<file path="src/apk_pkg.sv">
package apk_pkg;

  // clock rate and timing figures
  localparam int unsigned CLK_HZ          = 10_000_000;
  localparam int unsigned ON_HOLD_MS      = 250;
  localparam int unsigned OFF_HOLD_MS     = 4000;
  localparam int unsigned RST_HOLD_MS     = 4000;
  localparam int unsigned RST_PULSE_MS    = 1000;
  localparam int unsigned PWR_PULSE_MS    = 1000;
  localparam int unsigned OFF_EXTRA_MS    = 5000;
  localparam int unsigned CYC_PER_MS      = CLK_HZ / 1000;
  localparam int unsigned ON_HOLD_CYC     = ON_HOLD_MS * CYC_PER_MS;
  localparam int unsigned OFF_HOLD_CYC    = OFF_HOLD_MS * CYC_PER_MS;
  localparam int unsigned RST_HOLD_CYC    = RST_HOLD_MS * CYC_PER_MS;
  localparam int unsigned RST_PULSE_CYC   = RST_PULSE_MS * CYC_PER_MS;
  localparam int unsigned PWR_PULSE_CYC   = PWR_PULSE_MS * CYC_PER_MS;
  localparam int unsigned OFF_EXTRA_CYC   = OFF_EXTRA_MS * CYC_PER_MS;
  localparam int unsigned CNT_W           = 27;

  // register map
  localparam int unsigned ADDR_W          = 4;
  localparam logic [3:0]  REG_CFG         = 4'h0;
  localparam logic [3:0]  REG_PULSE       = 4'h4;
  localparam logic [3:0]  REG_STATUS      = 4'h8;
  localparam logic [3:0]  REG_WDOG        = 4'hC;

  // cfg register fields
  localparam int unsigned CFG_EN_ON       = 0;
  localparam int unsigned CFG_EN_OFF      = 1;
  localparam int unsigned CFG_EN_RST      = 2;
  localparam int unsigned CFG_PWR_INV     = 3;
  localparam int unsigned CFG_RST_INV     = 4;
  localparam int unsigned CFG_PIN_USER    = 5;
  localparam int unsigned CFG_PIN_NODEF   = 6;
  localparam logic [6:0]  CFG_RESET       = 7'h00;
  localparam logic [31:0] PULSE_RESET     = 32'h0098_9680;
  localparam logic [0:0]  WDOG_BIT        = 1'h0;

  typedef enum logic [2:0] {
    APK_IDLE, APK_PWR_ON, APK_PWR_OFF, APK_PWR_EXT, APK_RST, APK_WAIT_REL
  } apk_state_e;

  // synchronised host-side inputs
  typedef struct packed {
    logic sense;
    logic key_ok;
    logic key_x;
  } apk_in_s;

  // complete block state
  typedef struct packed {
    apk_state_e             st;
    logic [CNT_W-1:0]       hold;
    logic [CNT_W-1:0]       pulse;
    logic [6:0]             cfg;
    logic [CNT_W-1:0]       pw;
    apk_in_s                s1;
    apk_in_s                s2;
    logic                   pwr_oe;
    logic                   pwr_o;
    logic                   rst_oe;
    logic                   rst_o;
    logic                   blank;
    logic                   self_rst;
    logic [31:0]            rdata;
  } apk_state_s;

endpackage

</file>
<file path="src/apk_ctrl.sv">
`timescale 1ns/100ps
`default_nettype none

// What this block does
// - power functions run only when pins are not user GPIO and default drive
// - while host power is off, blank the display
// - power output is released until an action, then drives polarity level
// - reset output is released until a reset, then drives polarity level
// - the watchdog reset uses the same reset output and polarity
// - power on, hard off and hard reset each need their own enable
// - sense low and confirm held 0.25 s gives a configured power pulse
// - sense high and cancel held 4 s gives at least one power pulse
// - cancel still held after the pulse extends driving up to 5 more seconds
// - sense high and confirm held 4 s drives reset for 1 second
// - the block resets itself right after a host reset pulse
module apk_ctrl (
  input  wire logic                 mclk,
  input  wire logic                 srst,
  input  wire logic [3:0]           addr,
  input  wire logic [31:0]          wdata,
  input  wire logic                 wr,
  input  wire logic                 rd,
  output logic      [31:0]          rdata,
  input  wire logic                 host_sense,
  input  wire logic                 key_confirm,
  input  wire logic                 key_cancel,
  output logic                      pwr_ctl_o,
  output logic                      pwr_ctl_oe,
  output logic                      host_rst_o,
  output logic                      host_rst_oe,
  output logic                      display_blank,
  output logic                      self_reset
);

  apk_pkg::apk_state_s q_ff;
  apk_pkg::apk_state_s nxt_q;

  ////////////////////////////////////////////////////////////////////////
  // next state
  always_comb begin
    logic pins_ok;
    logic sense;
    logic ok;
    logic x;
    logic wdog;
    pins_ok = 1'b0;
    sense   = 1'b0;
    ok      = 1'b0;
    x       = 1'b0;
    wdog    = 1'b0;
    nxt_q   = q_ff;
    // two-flop synchronisers on the pins; only s2 is read below
    nxt_q.s1.sense  = host_sense;
    nxt_q.s1.key_ok = key_confirm;
    nxt_q.s1.key_x  = key_cancel;
    nxt_q.s2        = q_ff.s1;
    sense = q_ff.s2.sense;
    ok    = q_ff.s2.key_ok;
    x     = q_ff.s2.key_x;
    nxt_q.self_rst = 1'b0;
    nxt_q.rdata    = 32'h0000_0000;

    // register writes
    if (wr) begin
      case (addr)
        apk_pkg::REG_CFG: nxt_q.cfg = wdata[6:0];
        apk_pkg::REG_PULSE: nxt_q.pw = wdata[apk_pkg::CNT_W-1:0];
        apk_pkg::REG_WDOG: wdog = wdata[apk_pkg::WDOG_BIT];
        default: ;
      endcase
    end
    // register reads, answered next cycle; unmapped reads give zero
    if (rd) begin
      case (addr)
        apk_pkg::REG_CFG: nxt_q.rdata = {25'h0, q_ff.cfg};
        apk_pkg::REG_PULSE: nxt_q.rdata = {5'h0, q_ff.pw};
        apk_pkg::REG_STATUS: nxt_q.rdata = {24'h0, q_ff.rst_oe, q_ff.pwr_oe,
          q_ff.blank, x, ok, sense, 2'h0} | {29'h0, q_ff.st};
        default: nxt_q.rdata = 32'h0000_0000;
      endcase
    end

    pins_ok = !q_ff.cfg[apk_pkg::CFG_PIN_USER]
            && !q_ff.cfg[apk_pkg::CFG_PIN_NODEF];
    // blank while host power is off
    nxt_q.blank = !sense;

    nxt_q.hold  = q_ff.hold + 27'h1;
    nxt_q.pulse = q_ff.pulse + 27'h1;
    case (q_ff.st)
      apk_pkg::APK_IDLE: begin
        // restart timer when no qualifying key is held
        if (!(ok || x) || !pins_ok)
          nxt_q.hold = '0;
        nxt_q.pulse = '0;
        if (wdog && pins_ok) begin
          nxt_q.st = apk_pkg::APK_RST;
        end else if (pins_ok && !sense && ok
            && q_ff.cfg[apk_pkg::CFG_EN_ON]
            && q_ff.hold >= 27'(apk_pkg::ON_HOLD_CYC - 1)) begin
          nxt_q.st = apk_pkg::APK_PWR_ON;
        end else if (pins_ok && sense && x
            && q_ff.cfg[apk_pkg::CFG_EN_OFF]
            && q_ff.hold >= 27'(apk_pkg::OFF_HOLD_CYC - 1)) begin
          nxt_q.st = apk_pkg::APK_PWR_OFF;
        end else if (pins_ok && sense && ok
            && q_ff.cfg[apk_pkg::CFG_EN_RST]
            && q_ff.hold >= 27'(apk_pkg::RST_HOLD_CYC - 1)) begin
          nxt_q.st = apk_pkg::APK_RST;
        end
        // each key action gated by its enable (above); the watchdog reset needs none
        if (nxt_q.st != apk_pkg::APK_IDLE)
          nxt_q.hold = '0;
      end
      apk_pkg::APK_PWR_ON: begin
        if (q_ff.pulse >= q_ff.pw - 27'h1) begin
          nxt_q.st = apk_pkg::APK_WAIT_REL;
        end
      end
      apk_pkg::APK_PWR_OFF: begin
        if (q_ff.pulse >= q_ff.pw - 27'h1) begin
          nxt_q.pulse = '0;
          nxt_q.st = x ? apk_pkg::APK_PWR_EXT : apk_pkg::APK_WAIT_REL;
        end
      end
      apk_pkg::APK_PWR_EXT: begin
        if (!x || q_ff.pulse >= 27'(apk_pkg::OFF_EXTRA_CYC - 1))
          nxt_q.st = apk_pkg::APK_WAIT_REL;
      end
      apk_pkg::APK_RST: begin
        if (q_ff.pulse >= 27'(apk_pkg::RST_PULSE_CYC - 1)) begin
          nxt_q.st = apk_pkg::APK_WAIT_REL;
          nxt_q.self_rst = 1'b1;
        end
      end
      apk_pkg::APK_WAIT_REL: begin
        nxt_q.pulse = '0;
        nxt_q.hold  = '0;
        if (!ok && !x)
          nxt_q.st = apk_pkg::APK_IDLE;
      end
      default: nxt_q.st = apk_pkg::APK_IDLE;
    endcase

    // power line driven only during a pulse or its extension, level per polarity
    nxt_q.pwr_oe = (nxt_q.st == apk_pkg::APK_PWR_ON)
                || (nxt_q.st == apk_pkg::APK_PWR_OFF)
                || (nxt_q.st == apk_pkg::APK_PWR_EXT);
    nxt_q.pwr_o  = nxt_q.pwr_oe & q_ff.cfg[apk_pkg::CFG_PWR_INV];
    // reset line driven only during reset, level per polarity
    nxt_q.rst_oe = (nxt_q.st == apk_pkg::APK_RST);
    nxt_q.rst_o  = nxt_q.rst_oe & q_ff.cfg[apk_pkg::CFG_RST_INV];

    // self reset parks the control state in APK_WAIT_REL and clears hold and pulse timers
    if (q_ff.self_rst) begin
      nxt_q.st    = apk_pkg::APK_WAIT_REL;
      nxt_q.hold  = '0;
      nxt_q.pulse = '0;
    end
  end

  ////////////////////////////////////////////////////////////////////////
  // state register
  always_ff @(posedge mclk) begin
    if (srst) begin
      q_ff          <= '0;
      q_ff.st       <= apk_pkg::APK_IDLE;
      q_ff.cfg      <= apk_pkg::CFG_RESET;
      q_ff.pw       <= apk_pkg::PULSE_RESET[apk_pkg::CNT_W-1:0];
      q_ff.blank    <= 1'b1; // host assumed off until sensed
    end else begin
      q_ff <= nxt_q;
    end
  end

  ////////////////////////////////////////////////////////////////////////
  // outputs straight from flops
  assign rdata         = q_ff.rdata;
  assign pwr_ctl_o     = q_ff.pwr_o;
  assign pwr_ctl_oe    = q_ff.pwr_oe;
  assign host_rst_o    = q_ff.rst_o;
  assign host_rst_oe   = q_ff.rst_oe;
  assign display_blank = q_ff.blank;
  assign self_reset    = q_ff.self_rst;

endmodule

`default_nettype wire

</file>
<file path="config.mk">
export PLATFORM = sky130hd
export DESIGN_NAME = apk_ctrl
export DESIGN_NICKNAME = d
export VERILOG_FILES = /design/src/apk_pkg.sv /design/src/apk_ctrl.sv
export SDC_FILE = /design/constraint.sdc
export NUM_CORES = 1
export LEC_CHECK = 0
export BUFFER_PORTS_ARGS = -buffer_cell sky130_fd_sc_hd__buf_4
export CAP_MARGIN = 20
export CELL_PAD_IN_SITES_DETAIL_PLACEMENT = 1
export CELL_PAD_IN_SITES_GLOBAL_PLACEMENT = 1
export CORE_ASPECT_RATIO = 1.1
export CORE_MARGIN = 3
export CORE_UTILIZATION = 40
export CTS_CLUSTER_DIAMETER = 40
export DETAILED_ROUTE_END_ITERATION = 7
export GPL_TIMING_DRIVEN = 1
export PLACE_DENSITY = 0.88
export SLEW_MARGIN = 20
export SYNTH_ARGS = -nofsm -noshare
export SYNTH_HDL_FRONTEND = slang
export SYNTH_SLANG_ARGS = --single-unit
export TNS_END_PERCENT = 20
</file>
<file path="constraint.sdc">
create_clock -name mclk -period 3.7 [get_ports mclk]
set_input_delay 0.185 -clock mclk [delete_from_list [all_inputs] [get_ports mclk]]
set_output_delay 0.185 -clock mclk [all_outputs]
set_load 0.05 [all_outputs]
</file>
==> results_dict.tcl, run 1 <==
set metrics [dict create \
    status "complete, but fails checks" \
    violations "negative setup slack" \
    die-area_sq_um 18080 \
    cp_max_fo 13 \
    p_seq_share_pct 42.3 \
    r2r_slack_ps -300 \
    regArea_sq_um 2604 \
    h-tree-depth 4 \
    arrival_ps 4350 \
    final-setup-viol-count 34 \
    ys_types 63 \
    ys_seq_elements 130 \
    power_switching_uw 777.8 \
    clock_latency_ps 430 \
    cp-end-kind "register" \
    multiInputGateArea_sq_um 3851 \
    fmax_mhz 250.2 \
    clk_path_buf_depth 2 \
    synth_edf_count 0 \
    grt_pass1_vias 6442 \
    wl_mm 22.39 \
    viasPerCell 5.744 \
    syn-cell-area_sq_um 6601 \
    drt_first_pass_iters 5 \
    clk_pin_slew_ps 60 \
    ys.flop_type "dfxtp_1" \
    clock_skew_ps 10.48 \
    dpl.hpwl_mm 13.27 \
    grt_max_degree 38 \
    min_period_over_period_pct 108.0 \
    grt_overflow 0 \
    p_per_area_nw_per_um2 407.8 \
    fin_total_pwr_uw 3367 \
    async_flop_share_pct 0 \
    syn2layout_area_growth_pct 25.08 \
    vias 6146 \
    gp_congestion 0.8195 \
    p_sw_share_pct 23.10 \
    grt_pass1_wl_mm 34.83 \
    p_clk_share_pct 53.0 \
    ys_seq_area_share_pct 39.42 \
    share_comb_of_total_power_pct 4.7 \
    wl_per_cell_um 20.92 \
    io_buffers 70 \
    cap_violations 0 \
    final_layout_size_suffix_gt1_share_pct 20.46 \
    fin_crit_ps 3997 \
    die_x_um 128.5 \
    slew_headroom_pct 30.02 \
    totalNegativeSetupSlack_ps -7897 \
    drtIter0Drc 409 \
    track_usage_pct 24.37 \
    clock_tree.root_cell "clkbuf_16" \
    rsz0062_at_grt "true" \
    antenna_found_initial 0 \
    ant_nets 0 \
    tritoncts "built" \
    finalWorstSetupSlack_ps -296.5 \
    worstMarginPinSlew_ps 1043 \
    r2r_start "q_ff[49]" \
    ys_warn_count 0 \
    required_ps 4050 \
    worstRegToRegCells 18 \
    whs_path_depth 2 \
    finalHoldViolations 0 \
    numCtsBuffers 17 \
    cp-start-kind "register" \
    cts_sinks 130 \
    intPower_uw 2589 \
    design.core.area_sq_um 15920 \
    die_h_um 140.7 \
    irDropWorstVdd_mv 0.2833 \
    start_util_pct 41.48 \
    min_to "nxt_q[39]" \
    n_antenna_cell 0 \
    fillers 1824 \
    final-max-slew-violation-count 0 \
    fin_area_sq_um 8257 \
    leakage_uw 0.003272 \
    crit_type "reg2reg" \
    nets 931 \
    hold_start "key_confirm" \
    rows 48 \
    ios 81 \
    hp-class "in2reg" \
    drc 0 \
    dpl-instance-area_sq_um 7199 \
    synth_area_per_cell_sq_um 8.409 \
    timing.rr.end "q_ff[84]" \
    netlist_instances 785 \
]
==> cells by family (layout without fill, tap and decap cells) <==
family / after synthesis / count (layout) / share of synthesized area, %
AOI/OAI and AO/OA: 93 / 93 / 9.060
xor gates and xnor gates: 75 / 75 / 9.951
adders and majority gates: 30 / 30 / 5.686
muxes: 13 / 13 / 1.971
other: 1 / 5 / 0.05681
DFF: 130 / 130 / 39.42
buffers and inverters: 69 / 150 / 5.913
and+or+nand+nor: 374 / 374 / 27.94
==> routing by layer <==
layer | wire (um) | track usage (%)
met2 | 11450 | 42.28
met1 | 8964 | 28.55
met3 | 927 | 4.812
met4 | 1041 | 11.68
met5 | 0 | 0
==> power groups by stage <==
stage | clock network [uW] | logic [uW] | registers [uW]
finish | 1790 | 157 | 1420
floorplan | 0 | 83.6 | 1450
global placement | 0 | 134 | 1450
global route | 1860 | 169 | 1430
CTS | 1790 | 150 | 1420
detailed placement | 0 | 136 | 1450
==> critical path, stage by stage, from the launching register on <==
cell       delay, ps
dfxtp_2          320
or4_4            530
or3_4            380
nor2_4           140
nand4_4          140
nand2b_4         200
nor4_4           200
xnor2_2          160
ha_1             270
nand4_1          120
buf_4            140
nor4_2            40
a221oi_2         270
o21ai_2          120
buf_4            160
o21ai_4          210
nand2_4          130
clkbuf_16        260
nor2_1           130
==> layout make-up <==
type | instances | share of cell area, %
clock buffer | 20 | 5.652
clock inverter | 11 | 1.864
inverter | 11 | 0.5001
multi-input combinational | 590 | 46.64
sequential | 130 | 31.54
tap | 200 | 3.031
timing repair buffer | 108 | 10.77
==> metrics by stage <==
stage          instances  hold slack (ps)  util [%]  setup slack (ps)
2_1_floorplan        789            309.1         -             35.29
3_3_place_gp        1019            399.5     45.24            -51.40
3_5_place_dp        1019            409.2     45.24            -223.6
4_1_cts             1067            2.224     50.86            -199.9
5_1_grt             1070            18.10     51.88            -448.0
6_report            1070            9.014     51.88            -296.5
==> worst max path at each step <==
stage                     startpoint    endpoint  slack (ps)  cells past startpoint
after floorplan             q_ff[49]   pwr_ctl_o          40                     15
after global placement      q_ff[49]   pwr_ctl_o         -50                     16
after detailed placement    q_ff[49]   pwr_ctl_o        -220                     16
after CTS                   q_ff[49]  host_rst_o        -200                     16
after global routing        q_ff[49]  host_rst_o        -450                     17
final                       q_ff[49]    q_ff[84]        -300                     18
==> what timing repair did <==
| item | 4_1_cts | 5_1_grt |
|---|---|---|
| gates cloned | 0 | 2 |
| hold endpoints to repair | 8 | 0 |
| setup buffers | 9 | 1 |
| setup endpoints to repair | 33 | 34 |
| hold buffers | 8 | 0 |
| gates resized for setup | 24 | 25 |
| pin swaps | 13 | 9 |
==> registers in the layout (all words and copies together) (netlist names) <==
| signal | count |
|---|---|
| self_reset | 1 |
| pwr_ctl_oe | 1 |
| rdata | 27 |
| host_rst_oe | 1 |
| host_rst_o | 1 |
| q_ff | 94 |
| nxt_q | 3 |
| display_blank | 1 |
| pwr_ctl_o | 1 |
==> synthesized netlist by cell type, types with 7 or more instances <==
| cell type | instances | area, sq um |
|---|---|---|
| dfxtp_1 | 130 | 2603 |
| nor2_1 | 117 | 439.2 |
| nand2_1 | 95 | 356.6 |
| a21oi_1 | 42 | 210.2 |
| xnor2_1 | 39 | 341.6 |
| xor2_1 | 36 | 315.3 |
| buf_4 | 34 | 255.2 |
| nand3_1 | 34 | 170.2 |
| ha_1 | 30 | 375.4 |
| and2_1 | 25 | 156.4 |
| nand4_1 | 22 | 137.6 |
| clkbuf_1 | 20 | 75.07 |
| nor3_1 | 18 | 90.09 |
| mux2i_1 | 13 | 130.1 |
| nor2b_1 | 13 | 81.33 |
| inv_1 | 11 | 41.29 |
| nor4_1 | 11 | 68.82 |
| o21ai_0 | 10 | 50.05 |
| a21o_1 | 7 | 52.55 |
==> cells in the final DEF, fill, tap and decap left out, drive strengths merged, types with 3 or more instances in the layout <==
cell / synthesis / final
conb: 1 / 5
nor2: 118 / 118
nor4: 12 / 12
nor2b: 13 / 13
nand2: 96 / 96
and4: 4 / 4
xnor2: 39 / 39
buf: 38 / 98
a211oi: 6 / 6
and2: 26 / 26
bufinv: 0 / 3
o21ai: 12 / 12
or4: 4 / 4
a31oi: 3 / 3
clkbuf: 20 / 22
nand2b: 3 / 3
o211ai: 3 / 3
o2111ai: 3 / 3
a21o: 7 / 7
a21oi: 42 / 42
xor2: 36 / 36
or3: 5 / 5
clkinv: 0 / 5
and3: 6 / 6
dfxtp: 130 / 130
nor3: 20 / 20
mux2i: 13 / 13
dlygate4sd3: 0 / 8
nand3: 34 / 34
a211o: 3 / 3
nand4: 23 / 23
inv: 11 / 12
ha: 30 / 30
(Power assumes the default switching activity.)
==> inputs of run 2 (changes only) <==
Settings changed: GPL_ROUTABILITY_DRIVEN set to 0, PLACE_DENSITY 0.88 to 0.85.
Clock period 3.7 ns to 4.9 ns, I/O delays scaled along.
==> results_dict.tcl, run 2 (same netlist as run 1, synthesis figures left out) <==
set metrics [dict create \
    r2r_slack_ps 460 \
    leakage_uw 0.003044 \
    grt_pass1_wl_mm 29.03 \
    die_h_um 140.7 \
    start_util_pct 41.48 \
    wl_mm 17.45 \
    syn2layout_area_growth_pct 16.68 \
    final-setup-viol-count 0 \
    postCtsSetupBuffers 0 \
    tritoncts "built" \
    worstRegToRegCells 15 \
    worstMarginPinSlew_ps 1078 \
    p_seq_share_pct 41.9 \
    timing.rr.end "pwr_ctl_o" \
    status "finished, final reports clean" \
    finalHoldViolations 0 \
    whs_path_depth 2 \
    grtUsageMet1_pct 24.01 \
    p_per_area_nw_per_um2 333.0 \
    min_to "nxt_q[40]" \
    ant_nets 0 \
    grt.busiest_layer "met2" \
    final_common_cell "dfxtp_1" \
    cp_max_fo 7 \
    vias 5588 \
    drtIter0Drc 245 \
    grt_max_degree 39 \
    holdBufCountCts 0 \
    totalNegativeSetupSlack_ps 0 \
    track_usage_pct 19.82 \
    max_flop_register "q_ff" \
    clock_tree.root_cell "clkbuf_16" \
    nets 895 \
    clk_pin_slew_ps 60 \
    final-max-slew-violation-count 0 \
    irDropWorstVdd_mv 0.2256 \
    min_period_over_period_pct 90.62 \
    design.core.area_sq_um 15920 \
    hp-class "in2reg" \
    h-tree-depth 4 \
    largest_reg_flops 94 \
    use_met3_pct 4.244 \
    slew_headroom_pct 27.84 \
    fin_crit_ps 4440 \
    finalWorstSetupSlack_ps 459.5 \
    clk_path_buf_depth 2 \
    r2r_start "q_ff[49]" \
    share_comb_of_total_power_pct 3.8 \
    crit_type "reg2reg" \
    numCtsBuffers 17 \
    n_antenna_cell 0 \
    ctsResizeCount 0 \
    required_ps 5220 \
    fin_area_sq_um 7702 \
    pre_cts_ws_ps 607.3 \
    p_sw_share_pct 22.75 \
    clock_latency_ps 430 \
    arrival_ps 4760 \
    clock_skew_ps 19.63 \
    die-area_sq_um 18080 \
    hold_start "host_sense" \
    intPower_uw 1981 \
    drt_first_pass_iters 4 \
    fmax_mhz 225.2 \
    met2_usage_pct 34.16 \
    io_buffers 70 \
    p_clk_share_pct 54.2 \
    antenna_found_initial 0 \
    cap_violations 0 \
    cts_sinks 130 \
    wl_per_cell_um 16.86 \
    dpl.hpwl_mm 11.86 \
    die_x_um 128.5 \
    cp-start-kind "register" \
    final_cell_mix "dfxtp_1 (130), nor2_1 (117), nand2_1 (95)" \
    final_layout_size_suffix_gt1_share_pct 13.89 \
    fillers 1885 \
    grt_pass1_vias 5881 \
    grt_overflow 0 \
    rsz0062_at_grt "false" \
    drc 0 \
    dpl-instance-area_sq_um 7058 \
    ios 81 \
    cp-end-kind "register" \
    viasPerCell 5.399 \
    power_switching_uw 583.5 \
    rows 48 \
]
[run 2: changes by cell type in the layout (fill, tap and decap cells not counted), moves of 4 or more]
cell and change:
buf_4 -22, nor2_1 +13, dlygate4sd3_1 -8, nor2_4 -7, nor2_2 -6, inv_6 +4
[run 2: through the flow]
| step | util (%) | cells | power (uW) | hold slack, ps |
|---|---|---|---|---|
| finish | 48.40 | 1035 | 2565 | 32.70 |
| global route | 48.40 | 1035 | 2646 | 28.79 |
| CTS | 48.36 | 1035 | 2588 | 14.00 |
| detailed placement | 44.35 | 1003 | 1195 | 407.8 |
| global placement | 44.35 | 1003 | 1193 | 406.3 |
| floorplan | - | 789 | 1159 | 369.1 |
[run 2: power groups by stage]
stage,registers (uW),logic (uW),clock network [uW]
after CTS,1080,99.0,1410
after global routing,1080,108,1460
after floorplan,1100,63.1,0
after global placement,1100,94.4,0
after detailed placement,1100,96.4,0
final,1080,98.7,1390
[run 2: layer usage]
metal / vias to the layer above / wire length, um / part of all wire (%)
met5: - / 0 / 0
met4: 0 / 421 / 2.4
met3: 38 / 598 / 3.4
met2: 97 / 8855 / 51
met1: 2717 / 7572 / 43
li1: 2736 / - / -
[run 2: critical path, stage by stage, from the launching register on]
cell and delay (ps):
dfxtp_1 400, or4_4 580, or3_4 370, nor3_4 260, and2_4 210, nand2_2 80, nor3_2 180, xnor2_1 150
ha_1 280, a21o_1 210, a21o_1 180, a221oi_1 290, o21ai_1 220, o21ai_1 300, o2111ai_1 290, o2111a_1 320
[run 2: worst max-delay path by stage]
| stage | startpoint | end | slack [ps] |
|---|---|---|---|
| after floorplan | q_ff[49] | pwr_ctl_o | 1130 |
| after global placement | q_ff[49] | pwr_ctl_o | 700 |
| after detailed placement | q_ff[49] | pwr_ctl_o | 610 |
| after CTS | q_ff[49] | pwr_ctl_o | 480 |
| after global routing | q_ff[49] | pwr_ctl_o | 290 |
| final | q_ff[49] | pwr_ctl_o | 460 |
[run 2: area by class of cell]
| class | count | area [sq um] | share of cell area, % |
|---|---|---|---|
| Clock buffer | 19 | 442.9 | 5.750 |
| Clock inverter | 13 | 196.4 | 2.550 |
| Inverter | 11 | 41.29 | 0.5361 |
| Multi-Input combinational cell | 590 | 3628 | 47.11 |
| Sequential cell | 130 | 2603 | 33.79 |
| Tap cell | 200 | 250.2 | 3.249 |
| Timing Repair Buffer | 72 | 540.5 | 7.018 |
